`config.mk`:
```
export PLATFORM = sky130hd
export DESIGN_NAME = branch_sysctl_decode
export DESIGN_NICKNAME = d
export VERILOG_FILES = /design/src/hdl/decode_pkg.sv /design/src/hdl/decode_if.sv /design/src/hdl/field_decode.sv /design/src/hdl/branch_sysctl_decode.sv
export VERILOG_INCLUDE_DIRS = /design/src /design/src/hdl
export SDC_FILE = /design/constraint.sdc
export NUM_CORES = 1
export LEC_CHECK = 0
export BUFFER_PORTS_ARGS = -buffer_cell sky130_fd_sc_hd__buf_4
export CORE_MARGIN = 2
export CORE_UTILIZATION = 57
export DETAILED_ROUTE_END_ITERATION = 8
export MAX_ROUTING_LAYER = met4
export PLACE_DENSITY = 0.86
export SETUP_SLACK_MARGIN = 0.02
export SYNTH_ARGS = -nofsm -noshare
export SYNTH_HDL_FRONTEND = slang
export SYNTH_SLANG_ARGS = --single-unit
```
`constraint.sdc`:
```
create_clock -name clk -period 5.9 [get_ports clk]
set_input_delay 1.18 -clock clk [delete_from_list [all_inputs] [get_ports clk]]
set_output_delay 1.18 -clock clk [all_outputs]
set_load 0.1 [all_outputs]
```
`src/hdl/decode_map.svh`:
```
// Constant map of the branch and system-control decoder: opcode fields,
// match patterns, cycle counts and reset values.
// Assumes 16-bit instruction words, most significant bit first.
`ifndef DECODE_MAP_SVH
`define DECODE_MAP_SVH

// Fixed opcode patterns (whole word)
`define OPC_SUB_RETURN 16'h000b
`define OPC_EXC_RETURN 16'h002b
`define OPC_SLEEP 16'h001b
`define OPC_CLEAR_FLAG 16'h0008
`define OPC_SET_FLAG 16'h0018
`define OPC_NOP 16'h0009
// Top byte patterns of conditional branches
`define OPC_BR_CLEAR 8'h8b
`define OPC_BR_SET 8'h89
`define OPC_BR_CLEAR_DLY 8'h8f
`define OPC_BR_SET_DLY 8'h8d
// Top nibble of pc-relative branches
`define OPC_BRANCH 4'ha
`define OPC_BRANCH_SUB 4'hb
// Register-form low bytes, with top nibble 4'h0 or 4'h4
`define OPC_JUMP_LO 8'h2b
`define OPC_JUMP_SUB_LO 8'h0b
`define OPC_PREFETCH_LO 8'h83
`define OPC_LDC_LO 8'h0e
`define OPC_LDS_LO 8'h0a
`define OPC_STC_LO 8'h02
`define OPC_STS_LO 8'h0a
`define OPC_BRAF_LO 8'h23
`define OPC_BSRF_LO 8'h03

// Minimum cycle counts
`define CYC_BRANCH_TAKEN 3'd3
`define CYC_BRANCH_DLY 3'd2
`define CYC_EXC_RETURN 3'd5
`define CYC_SLEEP 3'd4
`define CYC_ONE 3'd1
`define CYC_CONTENTION 3'd1
`define CYC_LOAD_USE 3'd1

// Displacement scale shifts
`define SHIFT_BYTE 2'd0
`define SHIFT_WORD 2'd1
`define SHIFT_LONG 2'd2

`define RESET_FLAG 1'b0
`define RESET_ADDR 32'h00000000

`endif

```
`src/hdl/decode_pkg.sv`:
```
// Types shared by the decoder files.
// Assumes nothing beyond the constant map.
package decode_pkg;

  typedef enum logic [4:0] {
    op_none,
    op_branch_if_flag_clear,
    op_branch_if_flag_set,
    op_branch,
    op_branch_sub,
    op_jump,
    op_jump_sub,
    op_sub_return,
    op_exception_return,
    op_sleep,
    op_cache_prefetch_instr,
    op_load_control_reg_instr,
    op_load_system_reg_instr,
    op_store_control_reg_instr,
    op_store_system_reg_instr,
    op_clear_flag,
    op_set_flag,
    op_branch_far,
    op_branch_sub_far,
    op_nop
  } op_class_t;

  typedef enum logic [1:0] {
    size_byte,
    size_word,
    size_long
  } op_size_t;

  typedef enum {
    st_run,
    st_stall,
    st_sleep
  } issue_state_t;

endpackage

```
`src/hdl/decode_if.sv`:
```
// Carries one decoded instruction from field decode to issue.
// Assumes both ends sit on the same core clock.
`timescale 1ns/10ps
interface decode_if;
  import decode_pkg::*;
  op_class_t op;
  logic [3:0] src_idx;
  logic [3:0] dst_idx;
  logic [31:0] disp_scaled;
  logic reads_src;
  logic reads_dst;
  modport producer (output op, src_idx, dst_idx, disp_scaled, reads_src,
    reads_dst);
  modport consumer (input op, src_idx, dst_idx, disp_scaled, reads_src,
    reads_dst);
endinterface

```
`src/hdl/field_decode.sv`:
```
// Combinational field decoder: class, register indices, scaled displacement.
// Assumes a stable 16-bit instruction word on the same clock.
`timescale 1ns/10ps
`include "decode_map.svh"
module field_decode
  import decode_pkg::*;
(
  input wire logic [15:0] instr,
  decode_if.producer dec
);

  op_class_t op;
  logic [3:0] hi;
  logic [7:0] lo;
  logic [31:0] disp;
  op_size_t size;

  assign hi = instr[15:12];
  assign lo = instr[7:0];

  always_comb begin
    op = op_none;
    disp = 32'h00000000;
    size = size_word;
    if (instr == `OPC_SUB_RETURN) begin
      op = op_sub_return;
    end else if (instr == `OPC_EXC_RETURN) begin
      op = op_exception_return;
    end else if (instr == `OPC_SLEEP) begin
      op = op_sleep;
    end else if (instr == `OPC_CLEAR_FLAG) begin
      op = op_clear_flag;
    end else if (instr == `OPC_SET_FLAG) begin
      op = op_set_flag;
    end else if (instr == `OPC_NOP) begin
      op = op_nop;
    end else if (instr[15:8] == `OPC_BR_CLEAR ||
        instr[15:8] == `OPC_BR_CLEAR_DLY) begin
      op = op_branch_if_flag_clear;
      disp = {{24{lo[7]}}, lo};
    end else if (instr[15:8] == `OPC_BR_SET ||
        instr[15:8] == `OPC_BR_SET_DLY) begin
      op = op_branch_if_flag_set;
      disp = {{24{lo[7]}}, lo};
    end else if (hi == `OPC_BRANCH) begin
      op = op_branch;
      disp = {{20{instr[11]}}, instr[11:0]};
    end else if (hi == `OPC_BRANCH_SUB) begin
      op = op_branch_sub;
      disp = {{20{instr[11]}}, instr[11:0]};
    end else if (hi == 4'h4) begin
      if (lo == `OPC_JUMP_LO) op = op_jump;
      else if (lo == `OPC_JUMP_SUB_LO) op = op_jump_sub;
      else if (lo == `OPC_LDC_LO) op = op_load_control_reg_instr;
      else if (lo == `OPC_LDS_LO) op = op_load_system_reg_instr;
    end else if (hi == 4'h0) begin
      if (lo == `OPC_PREFETCH_LO) op = op_cache_prefetch_instr;
      else if (lo == `OPC_STC_LO) op = op_store_control_reg_instr;
      else if (lo == `OPC_STS_LO) op = op_store_system_reg_instr;
      else if (lo == `OPC_BRAF_LO) op = op_branch_far;
      else if (lo == `OPC_BSRF_LO) op = op_branch_sub_far;
    end
  end

  // Branch displacements count in 16-bit words
  always_comb begin
    dec.op = op;
    dec.src_idx = instr[11:8];
    dec.dst_idx = instr[11:8];
    case (size)
      size_byte: dec.disp_scaled = disp << `SHIFT_BYTE;
      size_word: dec.disp_scaled = disp << `SHIFT_WORD;
      size_long: dec.disp_scaled = disp << `SHIFT_LONG;
      default: dec.disp_scaled = disp;
    endcase
    dec.reads_src = (op == op_jump) || (op == op_jump_sub) ||
      (op == op_load_control_reg_instr) || (op == op_load_system_reg_instr) ||
      (op == op_branch_far) || (op == op_branch_sub_far) ||
      (op == op_cache_prefetch_instr);
    dec.reads_dst = 1'b0;
  end

endmodule

```
`src/hdl/branch_sysctl_decode.sv`:
```
// Issue logic for branch and system-control instructions: next address,
// flag update, stall and sleep control towards the execute datapath.
// Assumes the fetch unit holds instr stable while stall is high.
`timescale 1ns/10ps
`include "decode_map.svh"

// Summary of operation
// - Branch-if-clear is taken only when the condition flag is 0.
// - Branch-if-set is taken only when the condition flag is 1.
// - Subroutine return resumes at the address saved by the call.
// - Exception return resumes the interrupted program flow.
// - Sleep enters the power-down state.
// - Prefetch requests a cache fill and writes no general register.
// - Separate decodes for loading control and system registers.
// - Decode for copying a control register to a general register.
// - Decode for copying a system register to a general register.
// - Register fields are binary indices; 0000 is R0, 0001 is R1.
// - Cycle counts are minimums, valid without memory wait states.
// - Fetch and data access contention adds stall cycles.
// - A read of the register just loaded from memory stalls.
// - Displacements always scale by 2, as words; the byte and long shifts are never selected.
// - Instructions marked no-change leave the condition flag as is.
module branch_sysctl_decode
  import decode_pkg::*;
(
  // Clock and reset
  input wire logic clk,
  input wire logic rst,
  // From the fetch unit
  input wire logic instr_valid,
  input wire logic [15:0] instr,
  input wire logic [31:0] pc,
  input wire logic fetch_data_conflict,
  input wire logic mem_wait,
  input wire logic wake,
  // From the execute datapath
  input wire logic [31:0] reg_value,
  input wire logic [31:0] saved_exc_pc,
  input wire logic load_in_flight,
  input wire logic [3:0] load_dst_idx,
  // To the fetch unit and execute datapath
  output logic stall,
  output logic branch_taken,
  output logic [31:0] branch_target,
  output logic exc_return,
  output logic sleeping,
  output logic prefetch_req,
  output logic [31:0] prefetch_addr,
  output logic ctrl_load,
  output logic sys_load,
  output logic ctrl_store,
  output logic sys_store,
  output logic [3:0] reg_idx,
  output logic flag,
  output logic [31:0] return_addr
);

  typedef struct packed {
    issue_state_t state;
    logic [2:0] cycles;
    logic stall;
    logic branch_taken;
    logic [31:0] branch_target;
    logic exc_return;
    logic sleeping;
    logic prefetch_req;
    logic [31:0] prefetch_addr;
    logic ctrl_load;
    logic sys_load;
    logic ctrl_store;
    logic sys_store;
    logic [3:0] reg_idx;
    logic flag;
    logic [31:0] return_addr;
  } issue_regs_t;

  issue_regs_t r;
  issue_regs_t next_r;
  decode_if dec ();
  logic hazard;
  logic issue;
  logic [31:0] rel_target;
  logic [2:0] min_cycles;

  field_decode u_field_decode (
    .instr(instr),
    .dec(dec)
  );

  //////////////////////////////////////////////////////////////////////////
  // Hazards
  // Stall on a read of the register a pending load writes
  assign hazard = fetch_data_conflict || mem_wait ||
    (load_in_flight && dec.reads_src &&
     load_dst_idx == dec.src_idx);
  assign issue = instr_valid && !hazard && r.state == st_run &&
    r.cycles == 3'd0;
  assign rel_target = pc + 32'd4 + dec.disp_scaled;

  //////////////////////////////////////////////////////////////////////////
  // Next state
  always_comb begin
    next_r = r;
    next_r.branch_taken = 1'b0;
    next_r.exc_return = 1'b0;
    next_r.prefetch_req = 1'b0;
    next_r.ctrl_load = 1'b0;
    next_r.sys_load = 1'b0;
    next_r.ctrl_store = 1'b0;
    next_r.sys_store = 1'b0;
    min_cycles = `CYC_ONE;
    if (r.cycles != 3'd0) begin
      next_r.cycles = r.cycles - 3'd1;
    end
    case (r.state)
      st_run: begin
        if (instr_valid && hazard) begin
          next_r.state = st_stall;
        end else if (issue) begin
          next_r.reg_idx = dec.src_idx;
          case (dec.op)
            op_branch_if_flag_clear: begin
              if (r.flag == 1'b0) begin
                next_r.branch_taken = 1'b1;
                next_r.branch_target = rel_target;
                min_cycles = `CYC_BRANCH_TAKEN;
              end
            end
            op_branch_if_flag_set: begin
              if (r.flag == 1'b1) begin
                next_r.branch_taken = 1'b1;
                next_r.branch_target = rel_target;
                min_cycles = `CYC_BRANCH_TAKEN;
              end
            end
            op_branch, op_branch_sub: begin
              next_r.branch_taken = 1'b1;
              next_r.branch_target = rel_target;
              min_cycles = `CYC_BRANCH_DLY;
              if (dec.op == op_branch_sub) begin
                next_r.return_addr = pc + 32'd4;
              end
            end
            op_branch_far, op_branch_sub_far: begin
              next_r.branch_taken = 1'b1;
              next_r.branch_target = pc + 32'd4 + reg_value;
              min_cycles = `CYC_BRANCH_DLY;
              if (dec.op == op_branch_sub_far) begin
                next_r.return_addr = pc + 32'd4;
              end
            end
            op_jump, op_jump_sub: begin
              next_r.branch_taken = 1'b1;
              next_r.branch_target = reg_value;
              min_cycles = `CYC_BRANCH_DLY;
              if (dec.op == op_jump_sub) begin
                next_r.return_addr = pc + 32'd4;
              end
            end
            op_sub_return: begin
              next_r.branch_taken = 1'b1;
              next_r.branch_target = r.return_addr;
              min_cycles = `CYC_BRANCH_DLY;
            end
            op_exception_return: begin
              next_r.exc_return = 1'b1;
              next_r.branch_taken = 1'b1;
              next_r.branch_target = saved_exc_pc;
              min_cycles = `CYC_EXC_RETURN;
            end
            op_sleep: begin
              next_r.state = st_sleep;
              min_cycles = `CYC_SLEEP;
            end
            op_cache_prefetch_instr: begin
              // No register write strobe is raised here
              next_r.prefetch_req = 1'b1;
              next_r.prefetch_addr = reg_value;
            end
            op_load_control_reg_instr: next_r.ctrl_load = 1'b1;
            op_load_system_reg_instr: next_r.sys_load = 1'b1;
            op_store_control_reg_instr: next_r.ctrl_store = 1'b1;
            op_store_system_reg_instr: next_r.sys_store = 1'b1;
            op_clear_flag: next_r.flag = 1'b0;
            op_set_flag: next_r.flag = 1'b1;
            default: next_r.flag = r.flag;
          endcase
          // Extra cycles beyond the first hold off the next issue
          next_r.cycles = min_cycles - 3'd1;
        end
      end
      st_stall: begin
        if (!hazard) begin
          next_r.state = st_run;
        end
      end
      st_sleep: begin
        if (wake) begin
          next_r.state = st_run;
        end
      end
      default: next_r.state = st_run;
    endcase
    next_r.sleeping = next_r.state == st_sleep;
    next_r.stall = next_r.state != st_run || next_r.cycles != 3'd0;
  end

  always_ff @(posedge clk or posedge rst) begin
    if (rst) begin
      r <= '0;
      r.state <= st_run;
      r.flag <= `RESET_FLAG;
      r.return_addr <= `RESET_ADDR;
    end else begin
      r <= next_r;
    end
  end

  //////////////////////////////////////////////////////////////////////////
  // Outputs straight from the state register
  assign stall = r.stall;
  assign branch_taken = r.branch_taken;
  assign branch_target = r.branch_target;
  assign exc_return = r.exc_return;
  assign sleeping = r.sleeping;
  assign prefetch_req = r.prefetch_req;
  assign prefetch_addr = r.prefetch_addr;
  assign ctrl_load = r.ctrl_load;
  assign sys_load = r.sys_load;
  assign ctrl_store = r.ctrl_store;
  assign sys_store = r.sys_store;
  assign reg_idx = r.reg_idx;
  assign flag = r.flag;
  assign return_addr = r.return_addr;

endmodule

```
==> impl_metrics.ini <==
[floorplan]
core_area_um2 = 19400
ioPinCount = 233
core.rowCount = 51
dieHeight_um = 145
die_area_um2 = 20900
start_util_pct = 58.0
dieWidth_um = 145

[place]
place.port_buffers = 232
routabilityCongestion = 1.02
dp_hpwl_mm = 25.1
pre_cts_slack_ns = 0.380

[worst_hold_path]
hp-class = flop to flop

[sta]
slew_viol_final = 0
period_share_pct = 87.4
timing.slew.headroom_pct = 40.6
worst_slew_pin_slew_ns = 0.890
finClkSkew_ns = 0.00771
max_clock_freq_ghz = 0.194
setup_violations = 0
layout_setup_ws_ns = 0.743
min_period_ns = 5.16
final.setup.tns_ns = 0
hold_viol = 0
rsz0062_at_grt = false

[cts]
cts.sinks = 145
ctsHoldBuffers = 0
cts_htree_levels = 4
ctsResizeCount = 0
cts_made_buffers = 17
clock_path_buffers = 2
clk_latency_ns = 0.44
cts-root-buf = clkbuf_16
cts.reportedPaths.clkPinSlew_ns = 0.07
cts_tree = yes
cts_setup_buffers = 0

[routing]
drtIter0Drc = 808
drtAntennaViolNets = 0
drt-total-wl_mm = 33.3
wire_per_inst_um = 20.0
drc = 0
vias = 10121
dr.pass1.iters = 8
vias_per_cell = 6.09

[setup_path]
cpLargestDelayFamily = simple AND/OR/NAND/NOR gates
arrival_ns = 5.54
reg2reg_setup_slack_ns = 2.81
cp_num_buf_inv = 1
worstSetupStartpointType = input pin
crit_path_top_delay_cell = or4b_2
required_ns = 6.28
path_max_fanout = 6
path_cells = buf_4, or4_1, or4_1, nor3b_1, a211o_1, nor2_1, ha_1, o21ai_0, a211oi_1, nor2_1, o21ai_0, a41oi_1, or4b_2, a21oi_1, a211o_1, mux2_2
end_kind = flop
cpPeakStageDelay_ns = 0.68
crit_type = input pin to flop

[power_and_ir_drop]
p_comb_share_pct = 18.4
p_int_mw = 1.90
cellPowerDensity_nw_per_um2 = 202
p_seq_share_pct = 37.2
power_switching_mw = 0.803
clkPwrFrac_pct = 44.3
p_sw_share_pct = 29.7
vdd_ir_drop_max_v = 0.000191
leakagePower_nw = 6.57

[global_routing]
grtUsageTotal_pct = 32.8
overflow = 0
grt_pass1_wl_mm = 51.0
grt_antenna_before_repair = 0
grt_pass1_vias = 9608
grt_max_degree = 64

[logic_synthesis]
netlist_area_um2 = 11300
synthDistinctLibCells = 75
syn-mean-instance-area_um2 = 9.27
syn_inst = 1214
ys_ff_latch = 145
synthFlopType = dfrtp_1
yosys_warnings = 0
async_reset_ff_share_pct = 100
ys_seq_area_share_pct = 32.2
synth_enable_flop_cells = 0

[cells_and_area]
mostFrequentLayoutCells = 256 x buf_4, 145 x dfrtp_1, 96 x mux2_2
drive_above_1_share_pct = 29.2
nNetsFinal = 1574
area_growth_pct = 19.0
num-fill-cells = 1557
final_common_cell = buf_4
multi_input_area_um2 = 6690
antenna_cells = 0
seq_area_um2 = 3630

[job]
max_cap_violations = 0

[outcome]
run_status = finished clean
cell families after synthesis:
family | after synthesis | synth area share (%)
flops | 145 | 32.2
mux | 107 | 10.6
xor+xnor | 82 | 6.55
fa+ha+maj | 68 | 7.69
other cells | 1 | 0.0333
compound gates | 285 | 17.8
simple gates | 348 | 15.7
buf+inv | 178 | 9.42
registers in the layout, summed over array words and instances, names as in the netlist:
name,flops
sys_load,1
flag,1
ctrl_load,1
sys_store,1
exc_return,1
prefetch_addr,32
branch_target,32
r,35
return_addr,32
branch_taken,1
sleeping,1
ctrl_store,1
reg_idx,4
prefetch_req,1
stall,1
metal layers:
layer  wire length [µm]  GRT usage (%)
met5                  0              -
met4               1280           13.1
met3               2970           5.99
met2              15600           52.5
met1              13400           41.2
metrics by stage:
stage	cells	hold slack, ns	total power, mW	util, %	cell area, µm²
6_report	1661	0.491	2.71	69.1	13400
5_1_grt	1661	0.516	2.80	69.1	13400
4_1_cts	1661	0.497	2.71	69.1	13400
3_5_place_dp	1629	0.481	1.51	65.8	12800
3_3_place_gp	1629	0.472	1.50	65.8	12800
2_1_floorplan	1243	0.459	1.34	-	11400
layout make-up:
cell class | count | share of cell area, %
flip-flops and latches | 145 | 27.1
multi-input cells | 920 | 49.9
clock inverters | 15 | 1.61
clock buffers | 17 | 3.18
inverters | 42 | 1.21
well taps | 265 | 2.48
repair buffers | 257 | 14.5
cells in the mapped netlist, types with 22 or more instances:
cell	instances	area share, %
dfrtp_1	145	32
o211ai_1	25	1.7
nand3_1	39	1.7
ha_1	66	7.3
nor2_1	78	2.6
xor2_1	24	1.9
inv_1	42	1.4
clkbuf_1	24	0.80
xnor2_1	57	4.4
mux2_2	96	9.6
nand2_1	80	2.7
nor3_1	22	0.98
a21oi_1	64	2.8
buf_4	101	6.7
o21ai_0	47	2.1
worst paths after layout:
| check | from | endpoint | depth (start not counted) |
|---|---|---|---|
| max | instr[8] | branch_target[24]$_DFFE_PP0P_ | 16 |
| min in group asynchronous | rst | return_addr[0]$_DFFE_PP0P_ | 2 |
| min | branch_target[2]$_DFFE_PP0P_ | branch_target[2]$_DFFE_PP0P_ | 1 |
| max reg2reg | r[135]$_DFF_PP0_ | stall$_DFF_PP0_ | 8 |
| min reg2reg | branch_target[2]$_DFFE_PP0P_ | branch_target[2]$_DFFE_PP0P_ | 1 |
| max in group asynchronous | rst | prefetch_addr[31]$_DFFE_PP0P_ | 3 |
power by group through the flow:
stage / logic [mW] / registers (mW) / clock network [mW]
floorplan: 0.311 / 1.03 / 0
global placement: 0.478 / 1.03 / 0
detailed placement: 0.486 / 1.03 / 0
CTS: 0.490 / 1.01 / 1.21
global route: 0.546 / 1.01 / 1.25
finish: 0.499 / 1.01 / 1.20
Power figures use the tool's default switching activity.
